## src/fsr_pkg.sv

```systemverilog
// Shared constants and types for the flash status register block
package fsr_pkg;
	// Command opcodes
	localparam logic [7:0] OPC_RD_STATUS_ONE = 8'h05;
	localparam logic [7:0] OPC_RD_STATUS_TWO = 8'h07;
	localparam logic [7:0] OPC_REG_WRITE = 8'h01;
	localparam logic [7:0] OPC_WRITE_ENABLE = 8'h06;
	localparam logic [7:0] OPC_WRITE_DISABLE = 8'h04;
	localparam logic [7:0] OPC_CLEAR_STATUS_A = 8'h30;
	localparam logic [7:0] OPC_CLEAR_STATUS_B = 8'h82;
	localparam logic [7:0] OPC_ANY_REG_READ = 8'h65;
	localparam logic [7:0] OPC_ANY_REG_WRITE = 8'h71;
	localparam logic [7:0] OPC_ERASE_SUSPEND = 8'h75;
	localparam logic [7:0] OPC_PROGRAM_SUSPEND = 8'h85;
	localparam logic [7:0] OPC_RESUME = 8'h7a;
	localparam logic [7:0] OPC_SOFT_RESET = 8'hf0;
	localparam logic [7:0] OPC_PROGRAM = 8'h02;
	localparam logic [7:0] OPC_SECTOR_ERASE = 8'hd8;
	localparam logic [7:0] OPC_WHOLE_ERASE = 8'h60;
	localparam logic [7:0] OPC_ERASE_STATUS = 8'hd0;
	// Field positions, first status register
	localparam int BIT_LOCK = 7;
	localparam int BIT_PERR = 6;
	localparam int BIT_EERR = 5;
	localparam int BP_HI = 4;
	localparam int BP_LO = 2;
	localparam int BIT_WEL = 1;
	localparam int BIT_BUSY = 0;
	// Field positions, second status register
	localparam int BIT_ERASE_RESULT_FLAG = 2;
	localparam int BIT_ES = 1;
	localparam int BIT_PS = 0;
	// Register addresses for the any-register commands
	localparam logic [23:0] ADDR_STATUS_ONE_NV = 24'h000000;
	localparam logic [23:0] ADDR_STATUS_ONE = 24'h800000;
	localparam logic [23:0] ADDR_STATUS_TWO = 24'h800001;
	// Byte positions within a frame
	localparam logic [2:0] IDX_REG_DATA = 3'h1;
	localparam logic [2:0] IDX_ADDR_DONE = 3'h4;
	localparam logic [2:0] IDX_ANY_DATA = 3'h5;
	localparam logic [2:0] IDX_MAX = 3'h7;
	// Reset values
	localparam logic [7:0] BYTE_ZERO = 8'h00;
	localparam logic [2:0] BP_ZERO = 3'h0;
	localparam logic [23:0] ADDR_ZERO = 24'h000000;
	// Kind of array operation started
	typedef enum logic [1:0] {
		KIND_PROGRAM = 2'b00,
		KIND_SECTOR_ERASE = 2'b01,
		KIND_WHOLE_ERASE = 2'b10
	} fsr_kind_t;
	// Array operation state
	typedef enum logic [2:0] {
		OP_IDLE = 3'b000,
		OP_PROGRAM = 3'b001,
		OP_ERASE = 3'b010,
		OP_WHOLE = 3'b011,
		OP_PROG_SUSP = 3'b100,
		OP_ERASE_SUSP = 3'b101,
		OP_FAULT = 3'b110
	} fsr_op_t;
endpackage

```

## src/fsr_link_if.sv

```systemverilog
// Byte-level link between the serial front end and the register core
`timescale 1ns/1ns
`default_nettype none
interface fsr_link_if;
	logic byte_valid;
	logic [7:0] rx_byte;
	logic frame_start;
	logic frame_end;
	logic wp_level;
	logic [7:0] tx_byte;
	modport link (output byte_valid, rx_byte, frame_start, frame_end, wp_level, input tx_byte);
	modport core (input byte_valid, rx_byte, frame_start, frame_end, wp_level, output tx_byte);
endinterface
`default_nettype wire

```

## src/fsr_spi_link.sv

```systemverilog
// Serial front end: pin synchronisers, bit shifting, byte framing
`timescale 1ns/1ns
`default_nettype none
module fsr_spi_link
	import fsr_pkg::*;
(
	input wire logic clk_in,
	input wire logic reset_n_in,
	input wire logic sck_in,
	input wire logic cs_n_in,
	input wire logic si_in,
	input wire logic wp_n_in,
	output logic so_out,
	output logic so_oe_out,
	fsr_link_if.link lk
);
	logic [3:0] s1_reg, s2_reg, s1_next, s2_next;
	logic sck_d_reg, cs_d_reg, sck_d_next, cs_d_next;
	logic [2:0] cnt_reg, cnt_next;
	logic [7:0] rx_reg, rx_next, tx_reg, tx_next, byte_reg, byte_next;
	logic bv_reg, bv_next, st_reg, st_next, en_reg, en_next, oe_reg, oe_next;
	logic sck_s, cs_s, rise, fall;

	// Second stage of each synchroniser
	assign sck_s = s2_reg[0];
	assign cs_s = s2_reg[1];
	assign rise = sck_s & ~sck_d_reg & ~cs_s;
	assign fall = ~sck_s & sck_d_reg & ~cs_s;

	// Next-state for shifting and framing
	always_comb
	begin
		s1_next = {wp_n_in, si_in, cs_n_in, sck_in};
		s2_next = s1_reg;
		sck_d_next = sck_s;
		cs_d_next = cs_s;
		cnt_next = cnt_reg;
		rx_next = rx_reg;
		tx_next = tx_reg;
		byte_next = byte_reg;
		bv_next = 1'b0;
		st_next = cs_d_reg & ~cs_s;
		en_next = ~cs_d_reg & cs_s;
		oe_next = ~cs_s;
		if (cs_s)
			cnt_next = 3'h0;
		if (rise)
		begin
			rx_next = {rx_reg[6:0], s2_reg[2]};
			cnt_next = cnt_reg + 3'h1;
			if (cnt_reg == IDX_MAX)
			begin
				bv_next = 1'b1;
				byte_next = {rx_reg[6:0], s2_reg[2]};
			end
		end
		if (fall)
			tx_next = (cnt_reg == 3'h0) ? lk.tx_byte : {tx_reg[6:0], 1'b0};
	end

	// Registers
	always_ff @(posedge clk_in or negedge reset_n_in)
	begin
		if (!reset_n_in)
		begin
			s1_reg <= 4'hf;
			s2_reg <= 4'hf;
			sck_d_reg <= 1'b1;
			cs_d_reg <= 1'b1;
			cnt_reg <= 3'h0;
			rx_reg <= BYTE_ZERO;
			tx_reg <= BYTE_ZERO;
			byte_reg <= BYTE_ZERO;
			bv_reg <= 1'b0;
			st_reg <= 1'b0;
			en_reg <= 1'b0;
			oe_reg <= 1'b0;
		end
		else
		begin
			s1_reg <= s1_next;
			s2_reg <= s2_next;
			sck_d_reg <= sck_d_next;
			cs_d_reg <= cs_d_next;
			cnt_reg <= cnt_next;
			rx_reg <= rx_next;
			tx_reg <= tx_next;
			byte_reg <= byte_next;
			bv_reg <= bv_next;
			st_reg <= st_next;
			en_reg <= en_next;
			oe_reg <= oe_next;
		end
	end

	// Outputs toward pins and core
	assign so_out = tx_reg[7];
	assign so_oe_out = oe_reg;
	assign lk.byte_valid = bv_reg;
	assign lk.rx_byte = byte_reg;
	assign lk.frame_start = st_reg;
	assign lk.frame_end = en_reg;
	assign lk.wp_level = s2_reg[3];
endmodule // fsr_spi_link
`default_nettype wire

```

## src/fsr_status_core.sv

```systemverilog
// Status register core: command decode, flags, protection, suspend
`timescale 1ns/1ns
`default_nettype none
// Overview of operation
// - Lock copy bit tracks nonvolatile lock, read only
// - Program failure or protected program sets program error
// - Only clear-status and software reset clear error flags
// - Erase failure or protected sector sets erase error
// - Whole erase hitting protected sector: no error, unless suspended and resumed (it then runs as OP_ERASE and sets erase error)
// - Nonvolatile mode: write programs and copies protection
// - Volatile mode: write updates volatile protection only
// - Any protection bit blocks; whole erase needs zero
// - Writes, programs, erases need write-enable latch
// - Enable sets latch, disable clears it
// - Latch clears after successful operation
// - Latch zero after any reset
// - While busy only listed commands are accepted
// - Suspends accepted only during matching operation
// - Error keeps busy until clear-status or software reset
// - First status readable by command and any-register
// - Second status read only, upper bits zero
// - Erase-status command loads erase result bit
// - Erase result invalid while suspended
// - Erase-suspended flag follows erase suspend mode
// - Program-suspended flag follows program suspend mode
// - Lock with write-protect low blocks status writes
module fsr_status_core
	import fsr_pkg::*;
(
	input wire logic clk_in,
	input wire logic reset_n_in,
	input wire logic sck_in,
	input wire logic cs_n_in,
	input wire logic si_in,
	input wire logic wp_n_in,
	output logic so_out,
	output logic so_oe_out,
	input wire logic status_write_lock_nv_in,
	input wire logic [2:0] protect_level_nv_in,
	input wire logic protect_volatility_select_in,
	input wire logic target_protected_in,
	input wire logic sector_erase_complete_in,
	input wire logic array_done_in,
	input wire logic array_fail_in,
	input wire logic array_protect_hit_in,
	output logic array_start_out,
	output logic [1:0] array_kind_out,
	output logic [23:0] array_addr_out,
	output logic array_suspend_out,
	output logic array_resume_out,
	output logic nv_protect_write_out,
	output logic [2:0] nv_protect_data_out,
	output logic [2:0] protect_level_out,
	output logic soft_reset_out
);
	fsr_link_if lk ();

	fsr_spi_link u_link (
		.clk_in(clk_in),
		.reset_n_in(reset_n_in),
		.sck_in(sck_in),
		.cs_n_in(cs_n_in),
		.si_in(si_in),
		.wp_n_in(wp_n_in),
		.so_out(so_out),
		.so_oe_out(so_oe_out),
		.lk(lk)
	);

	fsr_op_t op_reg, op_next;
	logic [7:0] opc_reg, opc_next, dat_reg, dat_next, tx_reg, tx_next;
	logic [2:0] idx_reg, idx_next, bpv_reg, bpv_next;
	logic [23:0] addr_reg, addr_next;
	logic wel_reg, wel_next, perr_reg, perr_next, eerr_reg, eerr_next;
	logic lock_reg, lock_next, erase_result_flag_reg, erase_result_flag_next, load_reg;
	logic st_reg, st_next, sus_reg, sus_next, res_reg, res_next;
	logic nvw_reg, nvw_next, rst_reg, rst_next;
	logic [1:0] kind_reg, kind_next;
	logic [23:0] aad_reg, aad_next;
	logic [2:0] nvd_reg, nvd_next;
	logic [7:0] sr1, sr2, sel;
	logic [2:0] bp_eff;
	logic busy, susp, clr, wr_lock, wr_ok;
	logic [7:0] wr_val;

	// Effective protection level
	assign bp_eff = protect_volatility_select_in ? bpv_reg : protect_level_nv_in;
	assign busy = (op_reg == OP_PROGRAM) | (op_reg == OP_ERASE)
		| (op_reg == OP_WHOLE) | (op_reg == OP_FAULT);
	assign susp = (op_reg == OP_PROG_SUSP) | (op_reg == OP_ERASE_SUSP);
	assign wr_lock = lock_reg & ~lk.wp_level;

	// First and second status register images
	always_comb
	begin
		sr1 = BYTE_ZERO;
		sr1[BIT_LOCK] = lock_reg;
		sr1[BIT_PERR] = perr_reg;
		sr1[BIT_EERR] = eerr_reg;
		sr1[BP_HI:BP_LO] = bp_eff;
		sr1[BIT_WEL] = wel_reg;
		sr1[BIT_BUSY] = busy;
		sr2 = BYTE_ZERO;
		sr2[BIT_ERASE_RESULT_FLAG] = erase_result_flag_reg & ~susp;
		sr2[BIT_ES] = (op_reg == OP_ERASE_SUSP);
		sr2[BIT_PS] = (op_reg == OP_PROG_SUSP);
	end

	// Register selected by any-register address
	always_comb
	begin
		sel = BYTE_ZERO;
		if (addr_reg == ADDR_STATUS_ONE)
			sel = sr1;
		else if (addr_reg == ADDR_STATUS_TWO)
			sel = sr2;
		else if (addr_reg == ADDR_STATUS_ONE_NV)
			sel = {status_write_lock_nv_in, 2'b00, protect_level_nv_in, 2'b00};
	end

	// Frame decode and status update
	always_comb
	begin
		op_next = op_reg;
		opc_next = opc_reg;
		idx_next = idx_reg;
		addr_next = addr_reg;
		dat_next = dat_reg;
		wel_next = wel_reg;
		perr_next = perr_reg;
		eerr_next = eerr_reg;
		bpv_next = bpv_reg;
		lock_next = status_write_lock_nv_in;
		erase_result_flag_next = erase_result_flag_reg;
		st_next = 1'b0;
		sus_next = 1'b0;
		res_next = 1'b0;
		nvw_next = 1'b0;
		rst_next = 1'b0;
		kind_next = kind_reg;
		aad_next = aad_reg;
		nvd_next = nvd_reg;
		clr = 1'b0;
		wr_ok = 1'b0;
		wr_val = BYTE_ZERO;
		tx_next = BYTE_ZERO;
		// Volatile bits mirror nonvolatile ones in that mode
		if (!protect_volatility_select_in || load_reg)
			bpv_next = protect_level_nv_in;
		// Byte capture
		if (lk.frame_start)
			idx_next = 3'h0;
		if (lk.byte_valid)
		begin
			if (idx_reg == 3'h0)
				opc_next = lk.rx_byte;
			else if (idx_reg < IDX_ADDR_DONE)
				addr_next = {addr_reg[15:0], lk.rx_byte};
			if ((idx_reg == IDX_REG_DATA && opc_reg == OPC_REG_WRITE)
				|| (idx_reg == IDX_ADDR_DONE && opc_reg == OPC_ANY_REG_WRITE))
				dat_next = lk.rx_byte;
			if (idx_reg != IDX_MAX)
				idx_next = idx_reg + 3'h1;
		end
		// Read responses
		unique case (opc_reg)
			OPC_RD_STATUS_ONE: tx_next = sr1;
			OPC_RD_STATUS_TWO: tx_next = sr2;
			OPC_ANY_REG_READ: tx_next = (idx_reg >= IDX_ADDR_DONE) ? sel : BYTE_ZERO;
			default: tx_next = BYTE_ZERO;
		endcase
		// Command execution at frame end
		if (lk.frame_end && idx_reg != 3'h0)
		begin
			unique case (opc_reg)
				OPC_WRITE_ENABLE: if (!busy) wel_next = 1'b1;
				OPC_WRITE_DISABLE: if (!busy) wel_next = 1'b0;
				OPC_CLEAR_STATUS_A, OPC_CLEAR_STATUS_B: clr = 1'b1;
				OPC_SOFT_RESET:
				begin
					wel_next = 1'b0;
					perr_next = 1'b0;
					eerr_next = 1'b0;
					op_next = OP_IDLE;
					bpv_next = protect_level_nv_in;
					rst_next = 1'b1;
				end
				OPC_REG_WRITE:
				begin
					wr_ok = idx_reg > IDX_REG_DATA;
					wr_val = dat_reg;
				end
				OPC_ANY_REG_WRITE:
				begin
					wr_ok = idx_reg > IDX_ADDR_DONE
						&& (addr_reg == ADDR_STATUS_ONE || addr_reg == ADDR_STATUS_ONE_NV);
					wr_val = dat_reg;
				end
				OPC_ERASE_SUSPEND:
					if (op_reg == OP_ERASE || op_reg == OP_WHOLE)
					begin
						op_next = OP_ERASE_SUSP;
						sus_next = 1'b1;
					end
				OPC_PROGRAM_SUSPEND:
					if (op_reg == OP_PROGRAM)
					begin
						op_next = OP_PROG_SUSP;
						sus_next = 1'b1;
					end
				OPC_RESUME:
					if (susp)
					begin
						op_next = (op_reg == OP_PROG_SUSP) ? OP_PROGRAM : OP_ERASE;
						res_next = 1'b1;
					end
				OPC_ERASE_STATUS:
					if (!busy && idx_reg >= IDX_ADDR_DONE)
						erase_result_flag_next = sector_erase_complete_in;
				OPC_PROGRAM, OPC_SECTOR_ERASE:
					if (!busy && !susp && wel_reg && idx_reg >= IDX_ADDR_DONE)
					begin
						if (target_protected_in)
						begin
							// Protected target: flag error and hold busy
							if (opc_reg == OPC_PROGRAM)
								perr_next = 1'b1;
							else
								eerr_next = 1'b1;
							op_next = OP_FAULT;
						end
						else
						begin
							st_next = 1'b1;
							aad_next = addr_reg;
							kind_next = (opc_reg == OPC_PROGRAM) ? KIND_PROGRAM : KIND_SECTOR_ERASE;
							op_next = (opc_reg == OPC_PROGRAM) ? OP_PROGRAM : OP_ERASE;
						end
					end
				OPC_WHOLE_ERASE:
					if (!busy && !susp && wel_reg && bp_eff == BP_ZERO)
					begin
						st_next = 1'b1;
						aad_next = ADDR_ZERO;
						kind_next = KIND_WHOLE_ERASE;
						op_next = OP_WHOLE;
					end
				default: ;
			endcase
		end
		// Register write of the first status register
		if (wr_ok && wel_reg && !busy && !wr_lock)
		begin
			if (protect_volatility_select_in)
				bpv_next = wr_val[BP_HI:BP_LO];
			else
			begin
				nvw_next = 1'b1;
				nvd_next = wr_val[BP_HI:BP_LO];
				bpv_next = wr_val[BP_HI:BP_LO];
			end
			wel_next = 1'b0;
		end
		// Clear status: errors drop, fault returns to standby
		if (clr)
		begin
			perr_next = 1'b0;
			eerr_next = 1'b0;
			if (op_reg == OP_FAULT)
				op_next = OP_IDLE;
		end
		// Array completion; a set beats a same-cycle clear
		if (array_done_in && (op_reg == OP_PROGRAM || op_reg == OP_ERASE || op_reg == OP_WHOLE))
		begin
			if (array_fail_in && !(op_reg == OP_WHOLE && array_protect_hit_in))
			begin
				if (op_reg == OP_PROGRAM)
					perr_next = 1'b1;
				else
					eerr_next = 1'b1;
				op_next = OP_FAULT;
			end
			else
			begin
				op_next = OP_IDLE;
				wel_next = 1'b0;
			end
		end
	end

	// State registers
	always_ff @(posedge clk_in or negedge reset_n_in)
	begin
		if (!reset_n_in)
		begin
			op_reg <= OP_IDLE;
			opc_reg <= BYTE_ZERO;
			idx_reg <= 3'h0;
			addr_reg <= ADDR_ZERO;
			dat_reg <= BYTE_ZERO;
			wel_reg <= 1'b0;
			perr_reg <= 1'b0;
			eerr_reg <= 1'b0;
			bpv_reg <= BP_ZERO;
			lock_reg <= 1'b0;
			erase_result_flag_reg <= 1'b0;
			load_reg <= 1'b1;
			tx_reg <= BYTE_ZERO;
			st_reg <= 1'b0;
			sus_reg <= 1'b0;
			res_reg <= 1'b0;
			nvw_reg <= 1'b0;
			rst_reg <= 1'b0;
			kind_reg <= KIND_PROGRAM;
			aad_reg <= ADDR_ZERO;
			nvd_reg <= BP_ZERO;
		end
		else
		begin
			op_reg <= op_next;
			opc_reg <= opc_next;
			idx_reg <= idx_next;
			addr_reg <= addr_next;
			dat_reg <= dat_next;
			wel_reg <= wel_next;
			perr_reg <= perr_next;
			eerr_reg <= eerr_next;
			bpv_reg <= bpv_next;
			lock_reg <= lock_next;
			erase_result_flag_reg <= erase_result_flag_next;
			load_reg <= 1'b0;
			tx_reg <= tx_next;
			st_reg <= st_next;
			sus_reg <= sus_next;
			res_reg <= res_next;
			nvw_reg <= nvw_next;
			rst_reg <= rst_next;
			kind_reg <= kind_next;
			aad_reg <= aad_next;
			nvd_reg <= nvd_next;
		end
	end

	// Outputs
	assign lk.tx_byte = tx_reg;
	assign array_start_out = st_reg;
	assign array_kind_out = kind_reg;
	assign array_addr_out = aad_reg;
	assign array_suspend_out = sus_reg;
	assign array_resume_out = res_reg;
	assign nv_protect_write_out = nvw_reg;
	assign nv_protect_data_out = nvd_reg;
	assign protect_level_out = bp_eff;
	assign soft_reset_out = rst_reg;
endmodule // fsr_status_core
`default_nettype wire

```

## config.mk

```make
export PLATFORM = sky130hd
export DESIGN_NAME = fsr_status_core
export DESIGN_NICKNAME = d
export VERILOG_FILES = /design/src/fsr_pkg.sv /design/src/fsr_link_if.sv /design/src/fsr_spi_link.sv /design/src/fsr_status_core.sv
export SDC_FILE = /design/constraint.sdc
export NUM_CORES = 1
export LEC_CHECK = 0
export BUFFER_PORTS_ARGS = -buffer_cell sky130_fd_sc_hd__buf_2
export CAP_MARGIN = 20
export CORE_ASPECT_RATIO = 0.6
export CORE_UTILIZATION = 55
export CTS_CLUSTER_DIAMETER = 150
export DETAILED_ROUTE_END_ITERATION = 10
export PLACE_DENSITY = 0.75
export SLEW_MARGIN = 20
export SYNTH_ARGS = -nofsm -noshare
export SYNTH_HDL_FRONTEND = slang
export SYNTH_SLANG_ARGS = --single-unit
```

## constraint.sdc

```tcl
create_clock -name clk_in -period 5.3 [get_ports clk_in]
set_input_delay 1.06 -clock clk_in [delete_from_list [all_inputs] [get_ports clk_in]]
set_output_delay 1.06 -clock clk_in [all_outputs]
set_load 0.01 [all_outputs]
```

# Word level (Yosys, flattened, before mapping)
# Cells that the tools add are included.
[totals]
inputBits = 16
ff_bits = 134
out_inout_bits = 39
elab_cells = 222
[classes]
order_cmp = 4
eq_ne = 32
add_sub_neg = 2
muxes = 88
n_bitwise = 20
n_reduce_logical = 43
[ops]
columns = ["operator", "n"]
rows = [
  ["$mux W24", 3],
  ["$mux W3", 21],
  ["$eq A24 B24 Y1 const B", 2],
  ["$pmux W24 S2", 1],
  ["$mux W1", 42],
  ["$eq A8 B7 Y1 const B", 5],
  ["$eq A8 B8 Y1 const B", 5],
  ["$mux W8", 5],
  ["$eq A8 B3 Y1 const B", 4],
  ["$logic_not A24 Y1", 1],
  ["$pmux W8 S3", 1],
  ["$pmux W3 S6", 1],
  ["$eq A3 B3 Y1 const B", 5],
  ["$logic_and A1 B1 Y1", 15],
  ["$mux W2", 5],
  ["$mux W5", 2],
  ["$pmux W1 S2", 5],
  ["$logic_not A3 Y1", 3],
  ["$and A1 B1 Y1", 8],
  ["$eq A8 B1 Y1 const B", 1],
  ["$eq A8 B2 Y1 const B", 1],
  ["$eq A8 B6 Y1 const B", 1],
  ["$not A1 Y1", 8],
  ["$reduce_and A2 Y1", 4],
  ["other kinds (19)", 40],
]

# Depth between registers and ports, before layout
[depth]
depth_word = 15
mapped_depth = 9
depth_no_buf = 8

# Hierarchy
# Synthesis repeated with hierarchy kept, for this count alone.
[unflattened]
cells_unflattened = 556
area_unflattened_um2 = 6195.9
[by_module_without_submodules]
columns = ["mod", "cells_per_inst", "instances", "area_per_inst_um2"]
rows = [
  ["fsr_status_core", 454, 1, 4643.2],
  ["fsr_spi_link", 102, 1, 1552.7],
]

# Worst setup path after synthesis
# Ideal clock, no wire load.
[synth_path]
kind = "input to output"
startpoint = "input protect_volatility_select_in"
endpoint = "output protect_level_out[0]"
slack_ns = 2.555
required_time_ns = 4.240
path_stages = 2
arrival_ns = 1.685
cell_sequence = "clkbuf_1 mux2_2"
[synth_via]
elab_chain_len = 1
[synth_lines]
columns = ["element", "line_no", "text"]
rows = [
  ["start: declaration", "fsr_status_core.sv:40", "input wire logic protect_volatility_select_in,"],
  ["$mux W3", "fsr_status_core.sv:87", "assign bp_eff = protect_volatility_select_in ? bpv_reg : protect_level_nv_in;"],
  ["end: declaration", "fsr_status_core.sv:53", "output logic [2:0] protect_level_out,"],
]
# Every way passes these cells.

# Worst setup path after layout
[layout_path]
startpoint = "register opc_reg[5]"
endpoint = "register aad_reg[2] (netlist: array_addr_out[2])"
[layout_via]
elab_chain_len = 4
[layout_lines]
columns = ["element", "line_no", "text"]
rows = [
  ["start: declaration", "fsr_status_core.sv:71", "logic [7:0] opc_reg, opc_next, dat_reg, dat_next, tx_reg, tx_next;"],
  ["start signal: assignment", "fsr_status_core.sv:321", "opc_reg <= opc_next;"],
  ["$eq A8 B2 Y1 / $eq A8 B8 Y1 (equally long branches)", "fsr_status_core.sv:175", "unique case (opc_reg)"],
  ["$reduce_or A2 Y1", "fsr_status_core.sv:175", ""],
  ["$ne A2 B2 Y1 (no source line) / $reduce_bool A2 Y1 (equally long branches)", "--", ""],
  ["$reduce_and A5 Y1 (no source line)", "--", ""],
  ["end signal: assignment", "fsr_status_core.sv:339", "aad_reg <= aad_next;"],
  ["end: declaration", "fsr_status_core.sv:79", "logic [23:0] aad_reg, aad_next;"],
]
# Several ways; a longest one is shown, not always the timed one.
# A chain may end at the register's enable or synchronous reset.

==> results.sh <==
export IMPL_status="complete, but fails checks"
export IMPL_failed_checks="design-rule violations"
export IMPL_postCtsHoldBufs=0
export IMPL_crit_type="flop to flop"
export IMPL_finalNonFillerCells=781
export IMPL_met1_usage_pct=40.5
export IMPL_dp_hpwl_mm=9.95
export IMPL_ys_seq_area_share_pct=53.8
export IMPL_critPathCaptureType="flop"
export IMPL_fillCellCount=841
export IMPL_p_sw_uw=606
export IMPL_switching_share_pct=25.3
export IMPL_synth_top_area_share_pct=49.1
export IMPL_fin_tns_setup_ns=0
export IMPL_cp_max_fo=26
export IMPL_fin_ws_ns=2.38
export IMPL_grt_busiest_layer="met1"
export IMPL_synth_area_top_cells="dfrtp_1 49%, mux2_2 5.7%, dfstp_2 4.7%"
export IMPL_ios=55
export IMPL_fp_dieW_um=139
export IMPL_max_freq_ghz=0.342
export IMPL_num_antenna_cells=0
export IMPL_yosysUniqueCellTypes=60
export IMPL_grt_pass1_vias=4529
export IMPL_maxSlewHeadroom_pct=34.3
export IMPL_htree_levels=4
export IMPL_dp_cells=749
export IMPL_overflow=0
export IMPL_row_count=29
export IMPL_maxCapViolations=0
export IMPL_synth_flop_cell="dfrtp_1"
export IMPL_min_period_over_period_pct=55.1
export IMPL_drive_gt1_share_pct=25.9
export IMPL_synthArstFlopShare_pct=100
export IMPL_place_congestion=0.918
export IMPL_cts_sinks=132
export IMPL_drc_errors=8
export IMPL_worstSetupStartpoint="opc_reg[5]$_DFFE_PN0P_"
export IMPL_cts_repair_resized=0
export IMPL_wirelength_mm=14.0
export IMPL_synth_area_mm2=0.00616
export IMPL_die_area_mm2=0.0116
export IMPL_grt_use_met2_pct=38.1
export IMPL_synth_warnings=0
export IMPL_rsz0062_at_grt="no"
export IMPL_p_int_mw=1.79
export IMPL_holdPathStages=0
export IMPL_finClkSkew_ns=0.0132
export IMPL_slowest_stage="nor4_1"
export IMPL_setup_viol=0
export IMPL_detailedRoute_firstIterationViolations=498
export IMPL_cp_depth=7
export IMPL_cp_data_required_time_ns=5.61
export IMPL_syn_nets=610
export IMPL_seq_area_mm2=0.00332
export IMPL_tightest_slew_ns=0.977
export IMPL_multiInputGateArea_mm2=0.00253
export IMPL_clock_power_share_pct=46.0
export IMPL_wl_per_cell_um=17.9
export IMPL_combPwrFrac_pct=7.1
export IMPL_p_per_area_mw_per_mm2=339
export IMPL_core_mm2=0.0107
export IMPL_cts_tree="yes"
export IMPL_ys_ff_latch=132
export IMPL_drtPass1Iterations=11
export IMPL_reg2reg_from="opc_reg[5]$_DFFE_PN0P_"
export IMPL_p_leak_nw=3.31
export IMPL_utilization_pct=65.8
export IMPL_cp_cell_sequence="nor4_1 > nand3_1 > nand2_1 > a21oi_2 > buf_4 > nand2b_4 > o31ai_1"
export IMPL_clk_latency_ns=0.42
export IMPL_num_vias=4623
export IMPL_clockRootBuffer="clkbuf_16"
export IMPL_nNetsFinal=652
export IMPL_postCtsSetupBuffers=0
export IMPL_cp_start_kind="flop"
export IMPL_peakVddDrop_uv=264
export IMPL_crit_family="simple AND/OR/NAND/NOR gates"
export IMPL_yosys_area_top_type="dfrtp_1"
export IMPL_grt_pass1_wl_mm=24.0
export IMPL_hold_violations=0
export IMPL_io_buffers=54
export IMPL_path_clk_slew_ns=0.06
export IMPL_drtAntennaViolNets=0
export IMPL_crit_arrival_ns=3.23
export IMPL_min_from="u_link.s1_reg[1]$_DFF_PN1_"
export IMPL_cp_slowest_stage_delay_ns=0.88
export IMPL_avgViaCountPerCell=5.92
export IMPL_use_met3_pct=7.00
export IMPL_synth_edf_count=0
export IMPL_hold_class="flop to flop"
export IMPL_r2r_cells=7
export IMPL_grt_max_degree=63
export IMPL_syn_inst=587
export IMPL_fin_crit_ns=2.92
export IMPL_slew_viol_final=0
export IMPL_syn2layout_area_growth_pct=14.7
export IMPL_synth_area_per_cell_um2=10.5
export IMPL_initial_utilization_pct=57.4
export IMPL_dp_slack_ns=2.22
export IMPL_antenna_found_initial=0
export IMPL_critical_path_buf_inv_count=1
export IMPL_total_power_mw=2.40
export IMPL_die_height_um=84.0
export IMPL_clockBufferDepth=2
export IMPL_track_usage_pct=27.0
export IMPL_cts_buffers=17
export IMPL_p_seq_share_pct=46.9
## layer usage
metal	wire [um]	up-vias
met5	0	-
met2	6040	159
met3	967	14
met4	125	0
li1	-	2145
met1	6860	2305
## power by group through the flow
stage	Sequential (mW)	Combinational, mW	Clock (mW)
2_1_floorplan	1.10	0.130	0
3_3_place_gp	1.14	0.161	0
3_5_place_dp	1.14	0.167	0
4_1_cts	1.12	0.169	1.12
5_1_grt	1.13	0.193	1.18
6_report	1.13	0.169	1.10
## layout by cell type (no fill, tap or decap), drive strengths merged, types with 16 or more instances in the layout
| cell type | n |
|---|---|
| o21ai | 63 |
| buf | 61 |
| dfrtp | 121 |
| nor2 | 33 |
| nand2 | 52 |
| o31ai | 31 |
| clkbuf | 18 |
| mux2 | 31 |
| inv | 45 |
| a21oi | 27 |
| mux2i | 16 |
## cell type report
type                            count  area share [%]
Clock buffer                       18            6.21
Inverter                           42            2.23
Multi-Input combinational cell    375            35.8
Timing Repair Buffer               61            4.60
Clock inverter                     14            1.82
Tap cell                          139            2.46
Sequential cell                   132            46.9
## worst paths after layout
| path | slack [ns] | end |
|---|---|---|
| max | 2.38 | array_addr_out[2]$_DFFE_PN0P_ |
| min | 0.35 | u_link.s2_reg[1]$_DFF_PN1_ |
| max reg2reg | 2.38 | array_addr_out[2]$_DFFE_PN0P_ |
| min reg2reg | 0.35 | u_link.s2_reg[1]$_DFF_PN1_ |
| max in group asynchronous | 3.41 | opc_reg[5]$_DFFE_PN0P_ |
| min in group asynchronous | 0.70 | u_link.tx_reg[4]$_DFFE_PN0P_ |
## synth_stat cells, drive strengths merged, types with 3 or more instances
| cell type | count |
|---|---|
| clkbuf | 34 |
| a31oi | 4 |
| ha | 7 |
| o21ai | 63 |
| nor3b | 3 |
| mux2i | 16 |
| nor4b | 3 |
| nand3b | 3 |
| nor2b | 6 |
| nand2 | 52 |
| and3 | 5 |
| mux2 | 31 |
| o31ai | 31 |
| and2 | 4 |
| dfrtp | 121 |
| buf | 4 |
| nand4 | 3 |
| or2 | 3 |
| a21oi | 27 |
| or3 | 5 |
| nor3 | 10 |
| inv | 42 |
| o211ai | 3 |
| nor4 | 14 |
| dfstp | 11 |
| nor2 | 33 |
| nand3 | 13 |
| nand2b | 5 |
## metrics by stage
step | area (um2) | hold slack (ns)
after floorplan | 6160 | 0.345
after global placement | 6500 | 0.346
after detailed placement | 6500 | 0.347
after CTS | 7070 | 0.356
after global routing | 7070 | 0.358
final | 7070 | 0.354
## logic make-up after synthesis
kind of cell,share of synthesized area (%)
and+or+nand+nor,14.7
xor gates and xnor gates,0.284
DFF,53.8
adders and majority gates,1.42
other,0.0608
buffers and inverters,5.26
muxes,8.26
AOI/OAI and AO/OA,16.2
Power figures use the tool's default switching activity.
